File: config.mk
export PLATFORM = sky130hd
export DESIGN_NAME = qpp_top
export DESIGN_NICKNAME = d
export VERILOG_FILES = /design/src/qpp_pkg.sv /design/src/qpp_stream_if.sv /design/src/qpp_pair_buf.sv /design/src/qpp_top.sv
export SDC_FILE = /design/constraint.sdc
export NUM_CORES = 1
export LEC_CHECK = 0
export BUFFER_PORTS_ARGS = -buffer_cell sky130_fd_sc_hd__buf_2
export CAP_MARGIN = 20
export CORE_ASPECT_RATIO = 1.25
export CORE_UTILIZATION = 55
export CTS_CLUSTER_SIZE = 14
export DETAILED_ROUTE_END_ITERATION = 6
export PLACE_DENSITY_LB_ADDON = 0.15
export SETUP_SLACK_MARGIN = 0.05
export SLEW_MARGIN = 20
export SYNTH_ARGS = -nofsm -noshare
export SYNTH_HDL_FRONTEND = slang
export SYNTH_HIERARCHICAL = 1
export SYNTH_SLANG_ARGS = --single-unit
File: constraint.sdc
create_clock -name core_clk -period 31.7 [get_ports core_clk]
set_input_delay 6.34 -clock core_clk [delete_from_list [all_inputs] [get_ports core_clk]]
set_output_delay 6.34 -clock core_clk [all_outputs]
set_load 0.1 [all_outputs]
File: src/qpp_pkg.sv
package qpp_pkg;

  // ==========================================================================
  // Geometry of the ports and of the interrupt groups.
  // ==========================================================================
  localparam int NPORT = 4;
  localparam int DW = 16;
  localparam int GRP_W = 8;
  localparam int NGRP = 2;
  localparam int BUF_DEPTH = 2;

  // ==========================================================================
  // Host register selection: bit 2 picks the data buffer, bits 1:0 the port.
  // ==========================================================================
  localparam int ADDR_W = 3;
  localparam int ADDR_KIND_BIT = 2;
  localparam logic [1:0] BE_WORD = 2'h3;

  // ==========================================================================
  // Control/status word layout.
  // ==========================================================================
  localparam int BIT_DIR = 8;
  localparam int BIT_IE = 9;
  localparam int BIT_RDY = 15;
  localparam int CMD_SEL_LSB = 0;
  localparam int CMD_IDX_LSB = 3;

  // ==========================================================================
  // Values after reset.
  // ==========================================================================
  localparam logic [15:0] IMR_RST = 16'hffff;
  localparam logic [15:0] WORD_RST = 16'h0000;
  localparam logic [7:0] BYTE_RST = 8'h00;

  // Internal register reached through a group's data byte.
  typedef enum logic [2:0] {
    QPP_T_REQ = 3'h0,
    QPP_T_ISR = 3'h1,
    QPP_T_ACR = 3'h2,
    QPP_T_IMR = 3'h3,
    QPP_T_VEC = 3'h4
  } qpp_target_e;

  // Lowest set bit of a request word, with a found flag on top.
  function automatic logic [4:0] qpp_lowest(input logic [15:0] v);
    logic [4:0] r;
    r = 5'h00;
    for (int i = 15; i >= 0; i--) begin
      if (v[i]) begin
        r = {1'b1, 4'(i)};
      end
    end
    return r;
  endfunction

endpackage

File: src/qpp_stream_if.sv
interface qpp_stream_if #(parameter int W = 16) ();
  logic valid;
  logic ready;
  logic [W-1:0] data;
  modport src(output valid, output data, input ready);
  modport snk(input valid, input data, output ready);
endinterface

File: src/qpp_pair_buf.sv
module qpp_pair_buf #(
  parameter int W = 16,
  parameter int DEPTH = 2
) (
  input wire logic core_clk,
  input wire logic reset,
  qpp_stream_if.snk up,
  qpp_stream_if.src dn
);

  localparam int CW = $clog2(DEPTH + 1);

  logic [DEPTH-1:0][W-1:0] slot;
  logic [DEPTH-1:0][W-1:0] next_slot;
  logic [CW-1:0] cnt;
  logic [CW-1:0] next_cnt;
  logic push;
  logic pop;
  logic [CW-1:0] wr_idx;

  assign up.ready = (cnt != CW'(DEPTH));
  assign dn.valid = (cnt != '0);
  assign dn.data = slot[0];
  assign push = up.valid & up.ready;
  assign pop = dn.valid & dn.ready;
  assign wr_idx = pop ? CW'(cnt - 1'b1) : cnt;

  // ==========================================================================
  // Shift-out buffer: the head always sits in slot 0.
  // ==========================================================================
  always_comb begin
    next_slot = slot;
    if (pop) begin
      for (int i = 0; i < DEPTH - 1; i++) begin
        next_slot[i] = slot[i+1];
      end
    end
    if (push) begin
      next_slot[wr_idx] = up.data;
    end
    next_cnt = CW'(cnt + CW'(push) - CW'(pop));
  end

  always_ff @(posedge core_clk or posedge reset) begin
    if (reset) begin
      slot <= '0;
      cnt <= '0;
    end else begin
      slot <= next_slot;
      cnt <= next_cnt;
    end
  end
endmodule

File: src/qpp_top.sv
// ============================================================================
// Operation
// four ports of sixteen three-state lines
// writes drive latches, reads come from pins
// per-port control/status over shared internal bus
// control/status readable, writable, byte addressable
// data buffer is accessed as whole word
// output mode read returns output latch
// output latches survive bus initialize
// port A lines form two eight-line groups
// sixteen request lines, one vector each
// group command byte kept through bus initialize
// direction clear asserts near ready; initialize clears
// drive only with direction and user ready
// otherwise data lines stay released
// bit 9 gates interrupts; initialize clears it
// bit 15 reads live user ready
// user asserts ready to receive output data
// two control lines out, two in
// data byte reaches command-selected internal register
// bits 14:10 read zero, writes ignored
// ============================================================================
module qpp_top (
  input wire logic core_clk,
  input wire logic reset,
  input wire logic bus_initialize,
  input wire logic [2:0] reg_addr,
  input wire logic reg_wr,
  input wire logic reg_rd,
  input wire logic [1:0] reg_be,
  input wire logic [15:0] reg_wdata,
  output logic reg_wready,
  output logic [15:0] reg_rdata,
  output logic reg_rvalid,
  input wire logic [3:0][15:0] port_din,
  output logic [3:0][15:0] port_dout,
  output logic [3:0][15:0] port_doe,
  input wire logic [3:0] user_ready,
  input wire logic [3:0] user_strobe,
  output logic [3:0] near_side_ready,
  output logic [3:0] data_strobe,
  input wire logic irq_ack,
  output logic irq_req,
  output logic [7:0] irq_vector
);

  localparam int NP = qpp_pkg::NPORT;
  localparam int DW = qpp_pkg::DW;

  // ==========================================================================
  // Pin synchronisers.
  // ==========================================================================
  logic [NP-1:0][DW-1:0] din_s1, din_s2;
  logic [DW-1:0] line_a_s3;
  logic [NP-1:0] urdy_s1, urdy_s2, ustb_s1, ustb_s2, ustb_s3;

  always_ff @(posedge core_clk or posedge reset) begin
    if (reset) begin
      din_s1 <= '0;
      din_s2 <= '0;
      line_a_s3 <= '0;
      urdy_s1 <= '0;
      urdy_s2 <= '0;
      ustb_s1 <= '0;
      ustb_s2 <= '0;
      ustb_s3 <= '0;
    end else begin
      din_s1 <= port_din;
      din_s2 <= din_s1;
      line_a_s3 <= din_s2[0];
      urdy_s1 <= user_ready;
      urdy_s2 <= urdy_s1;
      ustb_s1 <= user_strobe;
      ustb_s2 <= ustb_s1;
      ustb_s3 <= ustb_s2;
    end
  end

  logic [NP-1:0] ustb_rise;
  logic [DW-1:0] req_edge;
  assign ustb_rise = ustb_s2 & ~ustb_s3;
  assign req_edge = din_s2[0] & ~line_a_s3;

  // ==========================================================================
  // Host access decode.
  // ==========================================================================
  logic [1:0] sel_p;
  logic is_dbr;
  logic [NP-1:0] csr_wr, dbr_wr, push, up_ready;
  assign sel_p = reg_addr[1:0];
  assign is_dbr = reg_addr[qpp_pkg::ADDR_KIND_BIT];
  assign reg_wready = is_dbr ? up_ready[sel_p] : 1'b1;

  always_comb begin
    for (int p = 0; p < NP; p++) begin
      csr_wr[p] = reg_wr & reg_wready & ~is_dbr & (sel_p == 2'(p));
      dbr_wr[p] = reg_wr & reg_wready & is_dbr & (sel_p == 2'(p));
      push[p] = dbr_wr[p] & (reg_be == qpp_pkg::BE_WORD);
    end
  end

  // ==========================================================================
  // Direction and master enable.
  // ==========================================================================
  logic [NP-1:0] dir, next_dir;
  logic ie, next_ie;

  always_comb begin
    next_dir = dir;
    next_ie = ie;
    for (int p = 0; p < NP; p++) begin
      if (csr_wr[p] && reg_be[1]) begin
        next_dir[p] = reg_wdata[qpp_pkg::BIT_DIR];
      end
    end
    if (csr_wr[0] && reg_be[1]) begin
      next_ie = reg_wdata[qpp_pkg::BIT_IE];
    end
    if (bus_initialize) begin
      next_dir = '0;
      next_ie = 1'b0;
    end
  end

  always_ff @(posedge core_clk or posedge reset) begin
    if (reset) begin
      dir <= '0;
      ie <= 1'b0;
    end else begin
      dir <= next_dir;
      ie <= next_ie;
    end
  end

  // ==========================================================================
  // Output path: two-entry buffer, then the port's output latch.
  // ==========================================================================
  logic [NP-1:0] dn_valid, drain_rdy, load, full, next_full, next_strobe;
  logic [NP-1:0][DW-1:0] dn_data, latch, next_latch;

  for (genvar p = 0; p < NP; p++) begin : g_port
    qpp_stream_if #(.W(DW)) up_if ();
    qpp_stream_if #(.W(DW)) dn_if ();
    assign up_if.valid = push[p];
    assign up_if.data = reg_wdata;
    assign up_ready[p] = up_if.ready;
    assign dn_valid[p] = dn_if.valid;
    assign dn_data[p] = dn_if.data;
    assign dn_if.ready = drain_rdy[p];
    qpp_pair_buf #(.W(DW), .DEPTH(qpp_pkg::BUF_DEPTH)) u_buf (
      .core_clk(core_clk),
      .reset(reset),
      .up(up_if.snk),
      .dn(dn_if.src)
    );
    assign port_doe[p] = {DW{dir[p] & urdy_s2[p]}};
  end

  assign drain_rdy = dir & urdy_s2 & ~full;
  assign load = dn_valid & drain_rdy;
  assign port_dout = latch;
  assign near_side_ready = ~dir;

  always_comb begin
    next_latch = latch;
    for (int p = 0; p < NP; p++) begin
      if (load[p]) begin
        next_latch[p] = dn_data[p];
      end
    end
    next_full = (full & ~ustb_rise) | load;
    next_strobe = load;
  end

  // Bus initialize is deliberately absent here so the latches hold their data.
  always_ff @(posedge core_clk or posedge reset) begin
    if (reset) begin
      latch <= '0;
      full <= '0;
      data_strobe <= '0;
    end else begin
      latch <= next_latch;
      full <= next_full;
      data_strobe <= next_strobe;
    end
  end

  // ==========================================================================
  // Interrupt groups: command byte on ports A/C, data byte on ports B/D.
  // ==========================================================================
  logic [1:0][7:0] cmd, next_cmd, grp_stat, grp_data;
  logic [DW-1:0] req, irq_in_service_reg, auto_clear_reg, irq_mask_reg, next_req, next_isr, next_acr, next_imr, pend;
  logic [DW-1:0][7:0] vec, next_vec;
  logic [4:0] pick, gpick;
  logic [3:0] irq_idx, next_idx;
  logic next_irq, ack_take;
  logic [7:0] next_vector;
  qpp_pkg::qpp_target_e tgt;

  assign pend = req & ~irq_mask_reg & ~irq_in_service_reg;
  assign pick = qpp_pkg::qpp_lowest(pend);
  assign ack_take = irq_ack & irq_req;

  always_comb begin
    grp_stat = '0;
    grp_data = '0;
    gpick = '0;
    tgt = qpp_pkg::QPP_T_REQ;
    for (int g = 0; g < qpp_pkg::NGRP; g++) begin
      gpick = qpp_pkg::qpp_lowest({8'h00, pend[g*8 +: 8]});
      grp_stat[g] = {gpick[4], 4'h0, gpick[2:0]};
      tgt = qpp_pkg::qpp_target_e'(cmd[g][qpp_pkg::CMD_SEL_LSB +: 3]);
      unique case (tgt)
        qpp_pkg::QPP_T_REQ: grp_data[g] = req[g*8 +: 8];
        qpp_pkg::QPP_T_ISR: grp_data[g] = irq_in_service_reg[g*8 +: 8];
        qpp_pkg::QPP_T_ACR: grp_data[g] = auto_clear_reg[g*8 +: 8];
        qpp_pkg::QPP_T_IMR: grp_data[g] = irq_mask_reg[g*8 +: 8];
        qpp_pkg::QPP_T_VEC: grp_data[g] = vec[{1'(g), cmd[g][qpp_pkg::CMD_IDX_LSB +: 3]}];
        default: grp_data[g] = 8'h00;
      endcase
    end
  end

  always_comb begin
    next_cmd = cmd;
    next_req = req;
    next_isr = irq_in_service_reg;
    next_acr = auto_clear_reg;
    next_imr = irq_mask_reg;
    next_vec = vec;
    if (ack_take) begin
      next_req[irq_idx] = 1'b0;
      next_isr[irq_idx] = ~auto_clear_reg[irq_idx];
    end
    for (int g = 0; g < qpp_pkg::NGRP; g++) begin
      if (csr_wr[2*g] && reg_be[0]) begin
        next_cmd[g] = reg_wdata[7:0];
      end
      if (csr_wr[2*g+1] && reg_be[0]) begin
        unique case (cmd[g][qpp_pkg::CMD_SEL_LSB +: 3])
          3'h0: next_req[g*8 +: 8] = reg_wdata[7:0];
          3'h1: next_isr[g*8 +: 8] = reg_wdata[7:0];
          3'h2: next_acr[g*8 +: 8] = reg_wdata[7:0];
          3'h3: next_imr[g*8 +: 8] = reg_wdata[7:0];
          3'h4: next_vec[{1'(g), cmd[g][qpp_pkg::CMD_IDX_LSB +: 3]}] = reg_wdata[7:0];
          default: next_vec = vec;
        endcase
      end
    end
    next_req = next_req | req_edge;
    next_irq = ie & pick[4] & ~ack_take;
    next_idx = pick[3:0];
    next_vector = vec[pick[3:0]];
  end

  always_ff @(posedge core_clk or posedge reset) begin
    if (reset) begin
      cmd <= '0;
      req <= qpp_pkg::WORD_RST;
      irq_in_service_reg <= qpp_pkg::WORD_RST;
      auto_clear_reg <= qpp_pkg::WORD_RST;
      irq_mask_reg <= qpp_pkg::IMR_RST;
      vec <= '0;
      irq_req <= 1'b0;
      irq_idx <= 4'h0;
      irq_vector <= qpp_pkg::BYTE_RST;
    end else begin
      cmd <= next_cmd;
      req <= next_req;
      irq_in_service_reg <= next_isr;
      auto_clear_reg <= next_acr;
      irq_mask_reg <= next_imr;
      vec <= next_vec;
      irq_req <= next_irq;
      irq_idx <= next_idx;
      irq_vector <= next_vector;
    end
  end

  // ==========================================================================
  // Read-back path.
  // ==========================================================================
  logic [DW-1:0] rd_word, next_rdata;
  logic next_rvalid;

  always_comb begin
    rd_word = '0;
    if (is_dbr) begin
      rd_word = dir[sel_p] ? latch[sel_p] : din_s2[sel_p];
    end else begin
      rd_word[qpp_pkg::BIT_RDY] = urdy_s2[sel_p];
      rd_word[qpp_pkg::BIT_DIR] = dir[sel_p];
      rd_word[qpp_pkg::BIT_IE] = (sel_p == 2'h0) & ie;
      rd_word[7:0] = sel_p[0] ? grp_data[sel_p[1]] : grp_stat[sel_p[1]];
    end
    next_rdata = reg_rd ? rd_word : reg_rdata;
    next_rvalid = reg_rd;
  end

  always_ff @(posedge core_clk or posedge reset) begin
    if (reset) begin
      reg_rdata <= qpp_pkg::WORD_RST;
      reg_rvalid <= 1'b0;
    end else begin
      reg_rdata <= next_rdata;
      reg_rvalid <= next_rvalid;
    end
  end

  // ==========================================================================
  // Checks.
  // ==========================================================================
  logic rd_rdy, rd_csr, rd_out;
  logic [DW-1:0] rd_latch;
  assign rd_rdy = urdy_s2[sel_p];
  assign rd_csr = reg_rd & ~is_dbr;
  assign rd_out = reg_rd & is_dbr & dir[sel_p];
  assign rd_latch = latch[sel_p];
endmodule

==> flow_metrics.tcl <==
set metrics [dict create \
    outcome "finished with violations" \
    violations "DRC" \
    p_per_area_nw_per_um2 63.0 \
    path_cells "buf_2 > buf_4 > mux4_2 > nand2b_1 > buf_2" \
    ys_warn_count 6 \
    setup_ws_ns 17.39 \
    port_buffers 261 \
    clockRootBuffer "clkbuf_16" \
    finClkSkew_ns 0.0246 \
    clk_pin_slew_ns 0.06 \
    synth_area_sq_um 28700 \
    dpl-instance-area_sq_um 29600 \
    drtIter0Drc 1352 \
    crit_start "reg_addr[1]" \
    fin_crit_sh_pct 45.1 \
    whs_endpoint "din_s2[44]" \
    coreArea_sq_um 51500 \
    synth_xor_area_share_pct 0.488 \
    layout_common_cells "595 x dfrtp_1, 284 x mux2_2, 261 x buf_2" \
    dieHeight_um 258 \
    hpwl_um 54200 \
    final.setup.tns_ns 0 \
    grt_max_degree 141 \
    reg2reg_depth 10 \
    worstPathArrival_ns 7.97 \
    fp-row-count 93 \
    min_period_ns 14.31 \
    max_freq_ghz 0.0699 \
    cts_tree "yes" \
    grt_pass1_vias 19300 \
    insertion_delay_ns 0.63 \
    synth_seq_area_share_pct 53.3 \
    largest_register_ffs 128 \
    cp_max_fo 48 \
    final_cells 3099 \
    ctsResizeCount 0 \
    grt.overflow.total 0 \
    layout_commonest_cell "dfrtp_1" \
    path_class "in -> out" \
    async_flop_share_pct 100 \
    via_per_inst 6.13 \
    grt_usage_pct 30.1 \
    dp_slack_ns 17.38 \
    largest_register "vec" \
    slowest_stage "buf_4" \
    fin_area_sq_um 31600 \
    maxCapViolCount 0 \
    r2r-end "g_port[0].u_buf/slot[19]" \
    routed_wl_um 78300 \
    cts_buffers 60 \
    maxSlewHeadroom_pct 25.7 \
    critPathLaunchType "input pin" \
    ys_ff_latch 611 \
    htreeDepth 2 \
    vias 19000 \
    drtPass1Iterations 7 \
    ctsHoldBuffers 0 \
    drive_gt1_share_pct 35.1 \
    hold_depth 0 \
    nets 2494 \
    cp-end-kind "output port" \
    drtAntennaViolNets 0 \
    area_growth_syn_to_layout_pct 10.1 \
    synth_compound_area_share_pct 8.18 \
    leakage_nw 15.2 \
    setup_viol 0 \
    worst_slew_pin_slew_ns 1.11 \
    synth-edff-count 0 \
    holdWs_ns 0.342 \
    grt_pass1_wl_um 119000 \
    synthCells 2290 \
    synth_cell_type_count 66 \
    r2r-start "g_port[2].u_buf/cnt[0]" \
    hp-class "reg -> reg" \
    wl_per_cell_um 25.3 \
    drc 10 \
    gp_congestion 0.926 \
    syn_avg_cell_area_sq_um 12.6 \
    hold_start "din_s1[44]" \
    postCtsSetupRepairBufs 0 \
    peakVddDrop_uv 44.2 \
    reg2reg_slack_ns 26.86 \
    fp.dieW_um 206 \
    die_area_sq_um 53200 \
    finalHoldViolations 0 \
    synth_top_family_by_area "multiplexers" \
    synth_fp_nets 2401 \
    synthFlopType "dfrtp_1" \
    cp.required_ns 25.36 \
    synth-simple-area-share_pct 7.29 \
    clock_path_buffers 3 \
    dp_cells 2986 \
    antenna_found_initial 2 \
    clock-sinks 611 \
    yosys.area_share.adder_pct 0.522 \
    start_util_pct 55.8 \
    muxShareOfSynthArea_pct 23.4 \
    crit_path_frequent_cell "buf_2" \
    ioPinCount 262 \
    cpPeakStageDelay_ns 0.54 \
    drv_slew 0 \
    rsz0062_at_grt "false" \
]
==> worst max-delay path by stage <==
stage	end	slack (ns)
after floorplan	auto_clear_reg[0]	12.14
after global placement	reg_wready	17.40
after detailed placement	reg_wready	17.38
final	reg_wready	17.39
after global routing	reg_wready	17.29
after CTS	reg_wready	17.37
==> cell type report <==
type	instances	area (sq um)
inverters	116	455
diodes	2	5.00
clock inverters	32	304
repair buffers	288	1510
well taps	665	832
clock buffers	79	1690
flip-flops and latches	611	15300
multi-input cells	1306	11500
fillers	4078	19900
==> synthesized netlist by cell type (14+ instances only) <==
cell / n / share of area (%)
dfrtp_1: 595 / 52
mux2_2: 284 / 11
mux2i_1: 131 / 4.6
nand2_1: 126 / 1.6
buf_4: 124 / 3.2
inv_1: 114 / 1.5
nor2_1: 99 / 1.3
clkbuf_1: 97 / 1.3
mux4_2: 75 / 5.9
a21oi_1: 65 / 1.1
nor3_1: 63 / 1.1
a31oi_1: 49 / 1.1
o221a_2: 48 / 1.9
mux2_1: 47 / 1.8
o21ai_0: 29 / 0.50
o22ai_1: 29 / 0.63
buf_2: 28 / 0.49
a22oi_1: 27 / 0.71
nand3_1: 17 / 0.30
dfstp_2: 16 / 1.5
nor2b_1: 16 / 0.35
xnor2_1: 16 / 0.49
nand2b_1: 15 / 0.33
o21ai_1: 15 / 0.26
o221ai_1: 15 / 0.46
nor3b_1: 14 / 0.37
==> cells by family (layout without fill, tap and decap cells) <==
group,count (synthesis),in the layout
adder cells (fa/ha/maj),12,12
AO/OA/AOI/OAI,327,327
buffers and inverters,373,515
flip-flops,611,611
multiplexers,537,537
other,0,2
AND/OR/NAND/NOR,414,414
XOR/XNOR,16,16
==> worst max-delay path, delay by kind of cell <==
kind	cells	cell delay, ns
buffers and inverters	3	1.07
multiplexers	1	0.34
AND/OR/NAND/NOR	1	0.17
==> per-stage QoR <==
stage	utilization [%]	power [W]
after floorplan	-	0.00119
after global placement	57.4	0.00127
after detailed placement	57.4	0.00128
after CTS	61.3	0.00201
after global routing	61.4	0.00207
final	61.4	0.00199
==> report_power, final <==
group          internal (W)  total [W]  switching (W)
Sequential         0.000831   0.000908      0.0000768
Clock              0.000416   0.000723       0.000307
Combinational      0.000129   0.000364       0.000234
Total               0.00138    0.00199       0.000618
==> metal layers <==
layer  routed length, um  vias up  part of all wire (%)  GRT usage (%)
met5                  28        -                 0.036              0
met4                3660        4                   4.7           13.1
met3                5440      172                   6.9           6.28
met2               38700      699                    49           49.5
met1               30400     9799                    39           38.3
li1                    -     8313                     -              -
No activity file was read; power rests on OpenSTA's default activity.
